--- src/crf_pkg.sv ---
// Constants and types shared by the register file core and its address unit.
// Assumes one 50 MHz clock and a synchronous active-high reset.
// Summary of operation
// - Thirty-two byte registers, also seen at data addresses 0 to 31.
// - Immediate and load-immediate operations reach only registers 16 to 31.
// - Two-register and one-register operations reach any register, one cycle.
// - Registers 26 to 31 form three 16-bit pointers, low byte first.
// - Decoder covers 224 addresses: 96 registers plus I/O, then 128 SRAM.
// - I/O location n also sits at data address n plus 32.
// - I/O direct takes a 6-bit address field and a register field.
// - Direct mode takes a 16-bit address from the second word.
// - Displacement mode adds an unsigned 6-bit offset to second or third pointer.
// - Plain indirect uses the pointer as is and leaves it unchanged.
// - Pre-decrement lowers the pointer first and uses the lowered value.
// - Post-increment uses the old pointer, then raises it.
// - Constant fetch: third pointer upper bits pick word, bit 0 picks byte.
// - Indirect jump and call load the program counter from the third pointer.
// - Relative jump and call go to counter plus signed offset plus one.
// - Program counter is 10 bits over 1024 sixteen-bit words.
// - Two operands read and result written back in the same cycle.
// - ALU offers arithmetic, logic and bit functions on register operands.
// - An SRAM access takes two clock cycles.
// - Core steps on every clock edge, with no division.
// - Next instruction is fetched while the current one executes.
package crf_pkg;
	localparam int unsigned REG_COUNT = 32;
	localparam logic [4:0] REG_UPPER_BASE = 5'h10;
	localparam logic [4:0] PTR_X_LO = 5'h1a;
	localparam logic [4:0] PTR_X_HI = 5'h1b;
	localparam logic [4:0] PTR_Y_LO = 5'h1c;
	localparam logic [4:0] PTR_Y_HI = 5'h1d;
	localparam logic [4:0] PTR_Z_LO = 5'h1e;
	localparam logic [4:0] PTR_Z_HI = 5'h1f;
	localparam logic [15:0] DS_IO_BASE = 16'h0020;
	localparam logic [15:0] DS_SRAM_BASE = 16'h0060;
	localparam logic [15:0] DS_END = 16'h00e0;
	localparam int unsigned PC_W = 10;
	localparam logic [9:0] PC_RESET = 10'h000;
	localparam logic [7:0] REG_RESET = 8'h00;
	localparam logic [7:0] UNMAPPED_READ = 8'h00;
	typedef enum logic [3:0] {K_NOP, K_ALU_RR, K_ALU_RI, K_ALU_R, K_LDI,
		K_IN, K_OUT, K_LD, K_ST, K_LDS, K_STS, K_LPM, K_JUMP_VIA_POINTER, K_CALL_VIA_POINTER,
		K_RJMP, K_CALL_RELATIVE} crf_kind_t;
	typedef enum logic [3:0] {A_ADD, A_SUB, A_AND, A_OR, A_EOR, A_MOV,
		A_INC, A_DEC, A_COM, A_NEG, A_LSR, A_SWAP, A_BSET,
		A_BCLR} crf_alu_t;
	typedef enum logic [2:0] {AM_PLAIN, AM_PREDEC, AM_POSTINC, AM_DISP,
		AM_DIRECT, AM_IO} crf_amode_t;
	typedef enum logic [1:0] {PTR_X, PTR_Y, PTR_Z} crf_ptr_t;
	typedef enum logic [1:0] {REGION_REG, REGION_IO, REGION_SRAM,
		REGION_NONE} crf_region_t;
	typedef enum logic [1:0] {S_RUN, S_WORD2, S_MEM, S_LPM} crf_state_t;
endpackage
--- src/crf_agu_if.sv ---
// Carrier between the core and its operand address unit.
// Core drives pointers and mode; the unit answers combinationally.
`timescale 1ns/100ps
interface crf_agu_if;
	import crf_pkg::*;
	logic clk;
	logic rst;
	logic [15:0] x;
	logic [15:0] y;
	logic [15:0] z;
	crf_ptr_t sel;
	crf_amode_t mode;
	logic [5:0] disp;
	logic [5:0] io;
	logic [15:0] direct;
	logic [15:0] eff;
	logic [15:0] ptr_new;
	logic ptr_wr;
	modport core (output clk, rst, x, y, z, sel, mode, disp, io, direct,
		input eff, ptr_new, ptr_wr);
	modport agu (input clk, rst, x, y, z, sel, mode, disp, io, direct,
		output eff, ptr_new, ptr_wr);
endinterface

--- src/crf_agu.sv ---
// Operand address unit: effective data address and stepped pointer.
// Purely combinational; the core writes the stepped pointer back.
`timescale 1ns/100ps
module crf_agu
	import crf_pkg::*;
(
	crf_agu_if.agu bus
);
	logic [15:0] base;
	logic use_disp;
	logic [15:0] io_addr;

	assign base = (bus.sel == PTR_Z) ? bus.z :
		(bus.sel == PTR_Y) ? bus.y : bus.x;
	// No displacement form exists for the first pointer
	assign use_disp = (bus.mode == AM_DISP) && (bus.sel != PTR_X);
	assign io_addr = DS_IO_BASE + {10'h000, bus.io};
	// Full 16-bit step so the carry reaches the high byte
	assign bus.ptr_new = (bus.mode == AM_PREDEC) ? base - 16'h0001 :
		base + 16'h0001;
	assign bus.ptr_wr = (bus.mode == AM_PREDEC) ||
		(bus.mode == AM_POSTINC);
	assign bus.eff = (bus.mode == AM_DIRECT) ? bus.direct :
		(bus.mode == AM_IO) ? io_addr :
		(bus.mode == AM_PREDEC) ? bus.ptr_new :
		use_disp ? base + {10'h000, bus.disp} :
		base;

	disp_offset_a: assert property (
		@(posedge bus.clk) disable iff (bus.rst)
		(bus.mode == AM_DISP && bus.sel == PTR_Y) |->
		bus.eff == bus.y + {10'h000, bus.disp} && !bus.ptr_wr)
		else $error("displacement address wrong");
	plain_hold_a: assert property (
		@(posedge bus.clk) disable iff (bus.rst)
		(bus.mode == AM_PLAIN) |-> bus.eff == base && !bus.ptr_wr)
		else $error("plain indirect moved pointer");
	pre_dec_a: assert property (
		@(posedge bus.clk) disable iff (bus.rst)
		(bus.mode == AM_PREDEC) |->
		bus.eff == base - 16'h0001 && bus.ptr_new == bus.eff)
		else $error("pre-decrement address wrong");
	post_inc_a: assert property (
		@(posedge bus.clk) disable iff (bus.rst)
		(bus.mode == AM_POSTINC) |->
		bus.eff == base && bus.ptr_new == base + 16'h0001)
		else $error("post-increment address wrong");
endmodule

--- src/crf_core.sv ---
// Register file, ALU, fetch sequencing and data-space access of the core.
// Assumes an asynchronous-read program memory and a decoder that decodes
// INSN_WORD in the same cycle; I/O and SRAM answer within the strobe cycle.
`timescale 1ns/100ps
module crf_core
	import crf_pkg::*;
#(
	parameter int unsigned PROG_WORDS = 1024
)(
	input logic CLK,
	input logic SRST,
	output logic [9:0] PROG_ADDR,
	input logic [15:0] PROG_DATA,
	output logic [15:0] INSN_WORD,
	output logic INSN_VALID,
	output logic [9:0] EXEC_PC,
	output logic BUSY,
	input logic OP_VALID,
	input logic [3:0] OP_KIND,
	input logic [3:0] OP_ALU,
	input logic [4:0] DST_FIELD,
	input logic [4:0] SRC_REG_FIELD,
	input logic [7:0] IMM_FIELD,
	input logic [2:0] BIT_FIELD,
	input logic [5:0] IO_FIELD,
	input logic [5:0] DISP_FIELD,
	input logic [1:0] PTR_FIELD,
	input logic [1:0] AMODE_FIELD,
	input logic [11:0] REL_FIELD,
	output logic [15:0] MEM_ADDR,
	output logic [7:0] MEM_WDATA,
	output logic MEM_RD,
	output logic MEM_WR,
	output logic MEM_IO,
	input logic [7:0] MEM_RDATA,
	output logic CALL_PULSE,
	output logic [9:0] RET_PC,
	output logic FLAG_Z,
	output logic FLAG_C
);
	if (PROG_WORDS != (1 << PC_W)) begin : g_bad_size
		$error("PROG_WORDS must match the counter width");
	end

	function automatic crf_region_t region_of(input logic [15:0] a);
		if (a < DS_IO_BASE) return REGION_REG;
		else if (a < DS_SRAM_BASE) return REGION_IO;
		else if (a < DS_END) return REGION_SRAM;
		else return REGION_NONE;
	endfunction

	logic [7:0] regs_q [REG_COUNT];
	crf_state_t state_q, state_d;
	logic [9:0] pc_q, pc_d;
	logic [9:0] prog_addr_q, prog_addr_d;
	logic [15:0] insn_q;
	logic insn_v_q;
	logic [9:0] exec_pc_q;
	crf_kind_t sv_kind_q;
	logic [4:0] sv_dst_q;
	logic [15:0] mem_addr_q;
	logic [7:0] mem_wdata_q;
	logic mem_rd_q, mem_wr_q, mem_io_q;
	logic call_q;
	logic [9:0] ret_pc_q;
	logic flag_z_q, flag_c_q;
	logic busy_q;

	crf_agu_if agu_bus ();
	crf_agu u_agu (
		.bus(agu_bus)
	);

	logic in_run, go;
	crf_kind_t kind;
	crf_alu_t alu_op;
	logic [4:0] dst;
	logic [4:0] dst_idx;
	logic [15:0] ptr_x, ptr_y, ptr_z;
	logic [7:0] rd_a, rd_b, alu_b, acc_rdata;
	logic is_ld, is_st, is_acc;
	crf_region_t region;
	logic acc_reg, acc_ext, acc_none;
	logic is_alu, is_jump, is_call, two_word, hold_run, adv;
	logic [9:0] rel_tgt, jmp_tgt;
	logic [7:0] lpm_byte;
	logic we_a, we_p;
	logic [4:0] wa;
	logic [7:0] wd;
	logic [4:0] pidx;
	logic [8:0] alu_res;

	// Pointer pairs, low byte in the even register
	assign ptr_x = {regs_q[PTR_X_HI], regs_q[PTR_X_LO]};
	assign ptr_y = {regs_q[PTR_Y_HI], regs_q[PTR_Y_LO]};
	assign ptr_z = {regs_q[PTR_Z_HI], regs_q[PTR_Z_LO]};

	assign in_run = (state_q == S_RUN);
	assign go = in_run && insn_v_q && OP_VALID;
	// Second word of a direct access: the decoder output is stale then
	assign kind = (state_q == S_WORD2) ? sv_kind_q :
		go ? crf_kind_t'(OP_KIND) : K_NOP;
	assign alu_op = crf_alu_t'(OP_ALU);
	assign dst = in_run ? DST_FIELD : sv_dst_q;
	assign dst_idx = (kind == K_ALU_RI || kind == K_LDI) ?
		(REG_UPPER_BASE | {1'b0, dst[3:0]}) : dst;
	assign rd_a = regs_q[dst_idx];
	assign rd_b = regs_q[SRC_REG_FIELD];
	assign alu_b = (kind == K_ALU_RI) ? IMM_FIELD : rd_b;

	assign agu_bus.clk = CLK;
	assign agu_bus.rst = SRST;
	assign agu_bus.x = ptr_x;
	assign agu_bus.y = ptr_y;
	assign agu_bus.z = ptr_z;
	assign agu_bus.sel = crf_ptr_t'(PTR_FIELD);
	assign agu_bus.disp = DISP_FIELD;
	assign agu_bus.io = IO_FIELD;
	assign agu_bus.direct = insn_q;
	assign agu_bus.mode = (state_q == S_WORD2) ? AM_DIRECT :
		(kind == K_IN || kind == K_OUT) ? AM_IO :
		crf_amode_t'({1'b0, AMODE_FIELD});

	assign is_ld = (kind == K_IN) || (kind == K_LD) ||
		(state_q == S_WORD2 && kind == K_LDS);
	assign is_st = (kind == K_OUT) || (kind == K_ST) ||
		(state_q == S_WORD2 && kind == K_STS);
	assign is_acc = is_ld || is_st;
	assign region = region_of(agu_bus.eff);
	assign acc_reg = is_acc && (region == REGION_REG);
	assign acc_ext = is_acc && (region == REGION_IO ||
		region == REGION_SRAM);
	assign acc_none = is_acc && (region == REGION_NONE);
	assign acc_rdata = regs_q[agu_bus.eff[4:0]];

	assign is_alu = (kind == K_ALU_RR) || (kind == K_ALU_RI) ||
		(kind == K_ALU_R);
	assign is_call = (kind == K_CALL_VIA_POINTER) || (kind == K_CALL_RELATIVE);
	assign is_jump = is_call || (kind == K_JUMP_VIA_POINTER) || (kind == K_RJMP);
	assign two_word = in_run && (kind == K_LDS || kind == K_STS);
	// Offset is taken modulo the 1K space, so only its low bits matter
	assign rel_tgt = exec_pc_q + REL_FIELD[9:0] + 10'h001;
	assign jmp_tgt = (kind == K_JUMP_VIA_POINTER || kind == K_CALL_VIA_POINTER) ?
		ptr_z[9:0] : rel_tgt;
	assign lpm_byte = ptr_z[0] ? PROG_DATA[15:8] :
		PROG_DATA[7:0];

	// Stall only for external accesses and constant fetch
	assign hold_run = go && (acc_ext || kind == K_LPM);
	assign adv = (in_run && !hold_run && !is_jump) ||
		(state_q == S_WORD2 && !acc_ext) ||
		(state_q == S_MEM);
	assign pc_d = is_jump ? jmp_tgt :
		adv ? pc_q + 10'h001 : pc_q;
	assign prog_addr_d = (go && kind == K_LPM) ? ptr_z[10:1] :
		pc_d;

	always_comb begin
		alu_res = {1'b0, rd_a};
		unique case (alu_op)
			A_ADD: alu_res = {1'b0, rd_a} + {1'b0, alu_b};
			A_SUB: alu_res = {1'b0, rd_a} - {1'b0, alu_b};
			A_AND: alu_res = {1'b0, rd_a & alu_b};
			A_OR: alu_res = {1'b0, rd_a | alu_b};
			A_EOR: alu_res = {1'b0, rd_a ^ alu_b};
			A_MOV: alu_res = {1'b0, alu_b};
			A_INC: alu_res = {1'b0, rd_a + 8'h01};
			A_DEC: alu_res = {1'b0, rd_a - 8'h01};
			A_COM: alu_res = {1'b1, ~rd_a};
			A_NEG: alu_res = 9'h000 - {1'b0, rd_a};
			A_LSR: alu_res = {rd_a[0], 1'b0, rd_a[7:1]};
			A_SWAP: alu_res = {1'b0, rd_a[3:0], rd_a[7:4]};
			A_BSET: alu_res = {1'b0, rd_a | (8'h01 << BIT_FIELD)};
			A_BCLR: alu_res = {1'b0, rd_a & ~(8'h01 << BIT_FIELD)};
			default: alu_res = {1'b0, rd_a};
		endcase
	end

	// Write-back selection; the byte port lands after the pointer port
	assign we_a = is_alu || kind == K_LDI || (is_ld && !acc_ext) ||
		(is_st && acc_reg) || (state_q == S_MEM && mem_rd_q) ||
		(state_q == S_LPM);
	assign wa = (state_q == S_MEM || state_q == S_LPM) ? sv_dst_q :
		(is_st && acc_reg) ? agu_bus.eff[4:0] : dst_idx;
	assign wd = (state_q == S_MEM) ? MEM_RDATA :
		(state_q == S_LPM) ? lpm_byte :
		is_alu ? alu_res[7:0] :
		(kind == K_LDI) ? IMM_FIELD :
		acc_none ? UNMAPPED_READ :
		is_ld ? acc_rdata : rd_a;
	assign we_p = (kind == K_LD || kind == K_ST) &&
		agu_bus.ptr_wr;
	assign pidx = (agu_bus.sel == PTR_Z) ? PTR_Z_LO :
		(agu_bus.sel == PTR_Y) ? PTR_Y_LO : PTR_X_LO;

	always_ff @(posedge CLK) begin
		if (SRST) begin
			for (int i = 0; i < REG_COUNT; i++) begin
				regs_q[i] <= REG_RESET;
			end
		end else begin
			if (we_p) begin
				regs_q[pidx] <= agu_bus.ptr_new[7:0];
				regs_q[{pidx[4:1], 1'b1}] <= agu_bus.ptr_new[15:8];
			end
			if (we_a) begin
				regs_q[wa] <= wd;
			end
		end
	end

	always_comb begin
		state_d = state_q;
		unique case (state_q)
			S_RUN: begin
				if (two_word) state_d = S_WORD2;
				else if (go && acc_ext) state_d = S_MEM;
				else if (go && kind == K_LPM) state_d = S_LPM;
			end
			S_WORD2: state_d = acc_ext ? S_MEM : S_RUN;
			S_MEM: state_d = S_RUN;
			S_LPM: state_d = S_RUN;
		endcase
	end

	always_ff @(posedge CLK) begin
		if (SRST) begin
			state_q <= S_RUN;
			pc_q <= PC_RESET;
			prog_addr_q <= PC_RESET;
			sv_kind_q <= K_NOP;
			sv_dst_q <= 5'h00;
			busy_q <= 1'b0;
		end else begin
			state_q <= state_d;
			// Registered copy of the state test keeps the pin glitch free
			busy_q <= (state_d != S_RUN);
			pc_q <= pc_d;
			prog_addr_q <= prog_addr_d;
			if (in_run) begin
				sv_kind_q <= kind;
				sv_dst_q <= dst;
			end
		end
	end

	// Fetch register; a jump or constant fetch leaves one bubble
	always_ff @(posedge CLK) begin
		if (SRST) begin
			insn_q <= 16'h0000;
			insn_v_q <= 1'b0;
			exec_pc_q <= PC_RESET;
		end else if (adv) begin
			insn_q <= PROG_DATA;
			insn_v_q <= 1'b1;
			exec_pc_q <= pc_q;
		end else if (is_jump || state_q == S_LPM) begin
			insn_v_q <= 1'b0;
		end
	end

	// Strobes stand for the second half of the two-cycle access
	always_ff @(posedge CLK) begin
		if (SRST) begin
			mem_addr_q <= 16'h0000;
			mem_wdata_q <= 8'h00;
			mem_rd_q <= 1'b0;
			mem_wr_q <= 1'b0;
			mem_io_q <= 1'b0;
		end else begin
			mem_rd_q <= acc_ext && is_ld;
			mem_wr_q <= acc_ext && is_st;
			if (acc_ext) begin
				mem_addr_q <= agu_bus.eff;
				mem_wdata_q <= rd_a;
				mem_io_q <= (region == REGION_IO);
			end
		end
	end

	always_ff @(posedge CLK) begin
		if (SRST) begin
			call_q <= 1'b0;
			ret_pc_q <= PC_RESET;
			flag_z_q <= 1'b0;
			flag_c_q <= 1'b0;
		end else begin
			call_q <= is_call;
			if (is_call) ret_pc_q <= pc_q;
			if (is_alu) begin
				flag_z_q <= (alu_res[7:0] == 8'h00);
				flag_c_q <= alu_res[8];
			end
		end
	end

	assign PROG_ADDR = prog_addr_q;
	assign INSN_WORD = insn_q;
	assign INSN_VALID = insn_v_q;
	assign EXEC_PC = exec_pc_q;
	assign BUSY = busy_q;
	assign MEM_ADDR = mem_addr_q;
	assign MEM_WDATA = mem_wdata_q;
	assign MEM_RD = mem_rd_q;
	assign MEM_WR = mem_wr_q;
	assign MEM_IO = mem_io_q;
	assign CALL_PULSE = call_q;
	assign RET_PC = ret_pc_q;
	assign FLAG_Z = flag_z_q;
	assign FLAG_C = flag_c_q;

	imm_upper_a: assert property (@(posedge CLK) disable iff (SRST)
		(go && (kind == K_ALU_RI || kind == K_LDI)) |-> wa[4] && we_a)
		else $error("immediate op hit lower register");
	sram_two_a: assert property (@(posedge CLK) disable iff (SRST)
		(in_run && go && acc_ext) |=> (MEM_RD || MEM_WR) && BUSY
		##1 !(MEM_RD || MEM_WR) && !BUSY)
		else $error("external access not two cycles");
	rel_jump_a: assert property (@(posedge CLK) disable iff (SRST)
		(go && kind == K_RJMP) |=> PROG_ADDR ==
		10'($past(exec_pc_q) + $past(REL_FIELD[9:0]) + 10'h001))
		else $error("relative target wrong");
	ind_jump_a: assert property (@(posedge CLK) disable iff (SRST)
		(go && kind == K_JUMP_VIA_POINTER) |=>
		PROG_ADDR == $past(ptr_z[9:0]) && !INSN_VALID)
		else $error("indirect jump target wrong");
	reg_window_a: assert property (@(posedge CLK) disable iff (SRST)
		acc_reg |=> !MEM_RD && !MEM_WR)
		else $error("register address went external");
	io_map_a: assert property (@(posedge CLK) disable iff (SRST)
		(go && kind == K_IN) |=> MEM_RD && MEM_IO &&
		MEM_ADDR == DS_IO_BASE + {10'h000, $past(IO_FIELD)})
		else $error("I/O address not offset by 32");
	single_cyc_a: assert property (@(posedge CLK) disable iff (SRST)
		(go && kind == K_ALU_RR) |=>
		PROG_ADDR == 10'($past(PROG_ADDR) + 10'h001) && INSN_VALID)
		else $error("register op stalled fetch");
	lpm_fetch_a: assert property (@(posedge CLK) disable iff (SRST)
		(go && kind == K_LPM) |=> PROG_ADDR == $past(ptr_z[10:1])
		##1 !INSN_VALID && !BUSY)
		else $error("constant fetch word address wrong");
endmodule

--- config.mk ---
export PLATFORM = sky130hd
export DESIGN_NAME = crf_core
export DESIGN_NICKNAME = d
export VERILOG_FILES = /design/src/crf_pkg.sv /design/src/crf_agu_if.sv /design/src/crf_agu.sv /design/src/crf_core.sv
export SDC_FILE = /design/constraint.sdc
export NUM_CORES = 1
export LEC_CHECK = 0
export BUFFER_PORTS_ARGS = -buffer_cell sky130_fd_sc_hd__buf_2
export CORE_MARGIN = 4
export CORE_UTILIZATION = 50
export DETAILED_ROUTE_END_ITERATION = 6
export GPL_ROUTABILITY_DRIVEN = 1
export PLACE_DENSITY = 0.78
export SLEW_MARGIN = 20
export SYNTH_ARGS = -nofsm -noshare
export SYNTH_HDL_FRONTEND = slang
export SYNTH_HIERARCHICAL = 1
export SYNTH_SLANG_ARGS = --single-unit
--- constraint.sdc ---
create_clock -name CLK -period 24.2 [get_ports CLK]
set_input_delay 3.63 -clock CLK [delete_from_list [all_inputs] [get_ports CLK]]
set_output_delay 3.63 -clock CLK [all_outputs]
set_load 0.01 [all_outputs]
==> flow_metrics.py <==
metrics = {
    "worst_setup_path": {
        "slowest_stage": "sky130_fd_sc_hd__nor2_1",
        "critical_path_required_ns": 24.41,
        "path_class": "in -> reg",
        "timing.critical_path.arrival_ns": 12.93,
        "crit_fanout": 25,
        "critical-path-max-stage-delay_ns": 0.76,
        "path_common_cell": "sky130_fd_sc_hd__nand2_1",
        "worstRegToRegCells": 30,
        "worst_setup_path_end_kind": "register",
        "setup.worst_path.start_class": "input pin",
    },
    "synth": {
        "ys_dominant_reg_cell": "sky130_fd_sc_hd__edfxtp_1",
        "synth-seq-cells": 355,
        "netlist.top_cell.by_area": "sky130_fd_sc_hd__edfxtp_1",
        "async_flop_share_pct": 0,
        "synth_area_sq_um": 26100,
        "post-synth-top-area-fraction_pct": 29.4,
        "synthCells": 2700,
        "yosys_warnings": 6,
        "number_of_enable_type_register_cells_in_the_synthesized_netlist": 256,
        "post_synth.cell_area_avg_sq_um": 9.68,
        "syn_nets": 2839,
        "cell_types_occupying_the_most_area_after_synthesis": "sky130_fd_sc_hd__edfxtp_1, sky130_fd_sc_hd__mux4_2, sky130_fd_sc_hd__dfxtp_1",
        "seq_area_frac_synth_pct": 37.0,
        "synth.distinct_cells": 109,
    },
    "die": {
        "rows": 83,
        "die_height_um": 237,
        "chipWidth_um": 237,
        "die_area_sq_um": 56000,
        "core-area_sq_um": 51500,
        "io-pin-count": 162,
        "start_util_pct": 50.8,
    },
    "sta": {
        "fin_crit_ns": 12.71,
        "fmax_ghz": 0.0787,
        "period_share_pct": 52.5,
        "final-hold-violation-count": 0,
        "final.hold.worst_slack_ns": 0.453,
        "worstMarginPinSlew_ns": 1.19,
        "fin_setup_tns_ns": 0,
        "maxSlewHeadroom_pct": 20.3,
        "finalSetupViolCount": 0,
        "skew_ns": 0.0204,
        "rsz0062_at_grt": "no",
        "final-max-slew-violation-count": 0,
    },
    "cts": {
        "clock_tree.buffer_depth": 3,
        "cts_sink_count": 355,
        "post_cts_buffers": 0,
        "holdBufCountCts": 0,
        "cts.repair.resized": 0,
        "cts.htree.levels": 2,
        "cts-root-buf": "sky130_fd_sc_hd__clkbuf_16",
        "cts_buffers": 39,
        "insertion_delay_ns": 0.58,
        "tritoncts": "yes",
        "worst_setup_hold_path_clk_slew_ns": 0.06,
    },
    "detailed_routing": {
        "wirelength_um": 99600,
        "detailroute.via_count": 24400,
        "wire_per_inst_um": 28.8,
        "drt_first_pass_iters": 7,
        "viasPerCell": 7.05,
        "detail-route-antenna-nets": 0,
        "first_iter_violations": 3971,
        "detail_route.drc_violations": 1,
    },
    "global_routing": {
        "first_global_vias": 23000,
        "grt_pass1_wl_um": 146000,
        "grt_overflow": 0,
        "grt_max_degree": 94,
        "initial_antenna_violation_count": 2,
        "globalRouteTotalUtil_pct": 33.9,
    },
    "power": {
        "cellLeakagePower_nw": 10.9,
        "power-per-cell-area_nw_per_um2": 64.8,
        "peakVddDrop_mv": 0.0429,
        "total_power_mw": 1.85,
    },
    "placement": {
        "finalWeightedCongestion": 1.00,
        "placed_cell_area_sq_um": 27200,
        "placement.io_buffers": 159,
        "place.detailed.hpwl_um": 72400,
    },
    "status": {
        "failed_checks": "DRC",
        "run_status": "complete, but fails checks",
    },
    "job": {
        "max-cap-violations": 0,
    },
    "final_layout": {
        "layout-drive-gt1-share_pct": 17.4,
        "finish.net_count": 2887,
        "growth_of_design_area_from_synthesis_to_finish_pct": 9.31,
        "n_fill_cell": 4442,
        "final_area_sq_um": 28600,
        "layout.core_utilization_pct": 55.5,
    },
    "hold_path": {
        "holdPathStages": 2,
        "hold_path_class": "reg -> reg",
    },
}
report_power, final:
part,total [mW],switching (mW),internal (mW)
Combinational,0.520,0.337,0.183
Clock,0.633,0.264,0.369
Sequential,0.698,0.0256,0.672
Total,1.85,0.626,1.22
sequential cells by signal (all words and copies together) (netlist names):
signal      count
regs_q        256
INSN_WORD      16
MEM_ADDR       16
EXEC_PC        10
PROG_ADDR      10
RET_PC         10
pc_q           10
MEM_WDATA       8
sv_dst_q        5
sv_kind_q       4
state_q         2
BUSY            1
CALL_PULSE      1
FLAG_C          1
FLAG_Z          1
INSN_VALID      1
MEM_IO          1
MEM_RD          1
MEM_WR          1
synthesized netlist by cell type (19+ instances only):
master,number
sky130_fd_sc_hd__mux2i_1,184
sky130_fd_sc_hd__o21ai_0,110
sky130_fd_sc_hd__and3_1,27
sky130_fd_sc_hd__a21oi_1,169
sky130_fd_sc_hd__nand2_1,297
sky130_fd_sc_hd__a211oi_1,50
sky130_fd_sc_hd__edfxtp_1,256
sky130_fd_sc_hd__o22ai_1,42
sky130_fd_sc_hd__mux2_2,20
sky130_fd_sc_hd__a31oi_1,24
sky130_fd_sc_hd__nand4_1,19
sky130_fd_sc_hd__inv_1,59
sky130_fd_sc_hd__xor2_1,23
sky130_fd_sc_hd__ha_1,50
sky130_fd_sc_hd__buf_2,37
sky130_fd_sc_hd__nor2b_1,32
sky130_fd_sc_hd__nand3_1,113
sky130_fd_sc_hd__nor3_1,49
sky130_fd_sc_hd__a22oi_1,24
sky130_fd_sc_hd__buf_4,24
sky130_fd_sc_hd__nor2_1,335
sky130_fd_sc_hd__o21ai_1,47
sky130_fd_sc_hd__dfxtp_1,99
sky130_fd_sc_hd__xnor2_1,32
sky130_fd_sc_hd__clkbuf_1,100
sky130_fd_sc_hd__mux4_2,139
worst paths after layout:
check / startpoint / endpoint / slack, ns
worst max-delay path: OP_VALID / regs_q[26][6] / 11.49
worst min-delay path: MEM_ADDR[2] / MEM_ADDR[2] / 0.45
worst max register to register: state_q[0] / regs_q[26][6] / 13.55
worst min register to register: MEM_ADDR[2] / MEM_ADDR[2] / 0.45
cell families after synthesis:
group	count (synthesis)	share of synthesized area, %
and+or+nand+nor	989	17.5
AOI/OAI and AO/OA	636	15.8
DFF	355	37.0
muxes	353	20.5
buffers and inverters	257	4.62
xor gates and xnor gates	55	1.84
adders and majority gates	55	2.78
through the flow:
stage | cells | setup slack (ns)
after floorplan | 2700 | 13.96
after global placement | 3387 | 11.56
after detailed placement | 3387 | 11.36
after CTS | 3458 | 11.88
after global routing | 3459 | 11.06
final | 3461 | 11.49
worst max-delay path, delay by kind of cell:
family,cells,cell delay (ns)
AOI/OAI and AO/OA,9,2.89
xor gates and xnor gates,1,0.19
adders and majority gates,2,0.61
buffers and inverters,6,1.40
muxes,1,0.13
and+or+nand+nor,11,4.01
metal layers:
layer	up-vias	GRT usage, %	routed length [um]
met5	-	0	20
met1	11900	44.5	36400
met3	348	11.4	14300
li1	10300	-	-
met4	2	16.0	5360
met2	1895	50.8	43400
placed cells by master (no fill, tap or decap), types with 10 or more instances in the layout:
cell type / count
sky130_fd_sc_hd__nand3_1: 113
sky130_fd_sc_hd__a22o_1: 10
sky130_fd_sc_hd__and2_1: 13
sky130_fd_sc_hd__o211ai_1: 12
sky130_fd_sc_hd__a21oi_1: 166
sky130_fd_sc_hd__o22ai_1: 40
sky130_fd_sc_hd__inv_1: 59
sky130_fd_sc_hd__nand2_1: 296
sky130_fd_sc_hd__nand4_1: 19
sky130_fd_sc_hd__nor2b_1: 32
sky130_fd_sc_hd__a2111oi_0: 10
sky130_fd_sc_hd__or3_1: 15
sky130_fd_sc_hd__buf_4: 40
sky130_fd_sc_hd__o21ai_1: 48
sky130_fd_sc_hd__mux2_2: 20
sky130_fd_sc_hd__a21o_1: 10
sky130_fd_sc_hd__nor2_1: 335
sky130_fd_sc_hd__o21ai_0: 109
sky130_fd_sc_hd__nand2b_1: 16
sky130_fd_sc_hd__a22oi_1: 24
sky130_fd_sc_hd__edfxtp_1: 256
sky130_fd_sc_hd__o21a_1: 15
sky130_fd_sc_hd__mux2i_1: 184
sky130_fd_sc_hd__and3_1: 27
sky130_fd_sc_hd__clkbuf_16: 43
sky130_fd_sc_hd__ha_1: 50
sky130_fd_sc_hd__a31oi_1: 24
sky130_fd_sc_hd__a211oi_1: 50
sky130_fd_sc_hd__buf_2: 157
sky130_fd_sc_hd__mux4_2: 139
sky130_fd_sc_hd__xnor2_1: 32
sky130_fd_sc_hd__dfxtp_1: 99
sky130_fd_sc_hd__xor2_1: 23
sky130_fd_sc_hd__or4_1: 13
sky130_fd_sc_hd__nor3_1: 48
area by class of cell:
type | instances | area (sq um) | area share (%)
inverter | 67 | 251 | 0.880
antenna | 3 | 7.51 | 0.0263
tap | 680 | 851 | 2.98
timing repair buffer | 197 | 1090 | 3.80
clock buffer | 49 | 1100 | 3.84
multi-input combinational | 2088 | 15400 | 53.8
clock inverter | 22 | 245 | 0.858
sequential | 355 | 9670 | 33.8
No activity file was read; power rests on OpenSTA's default activity.
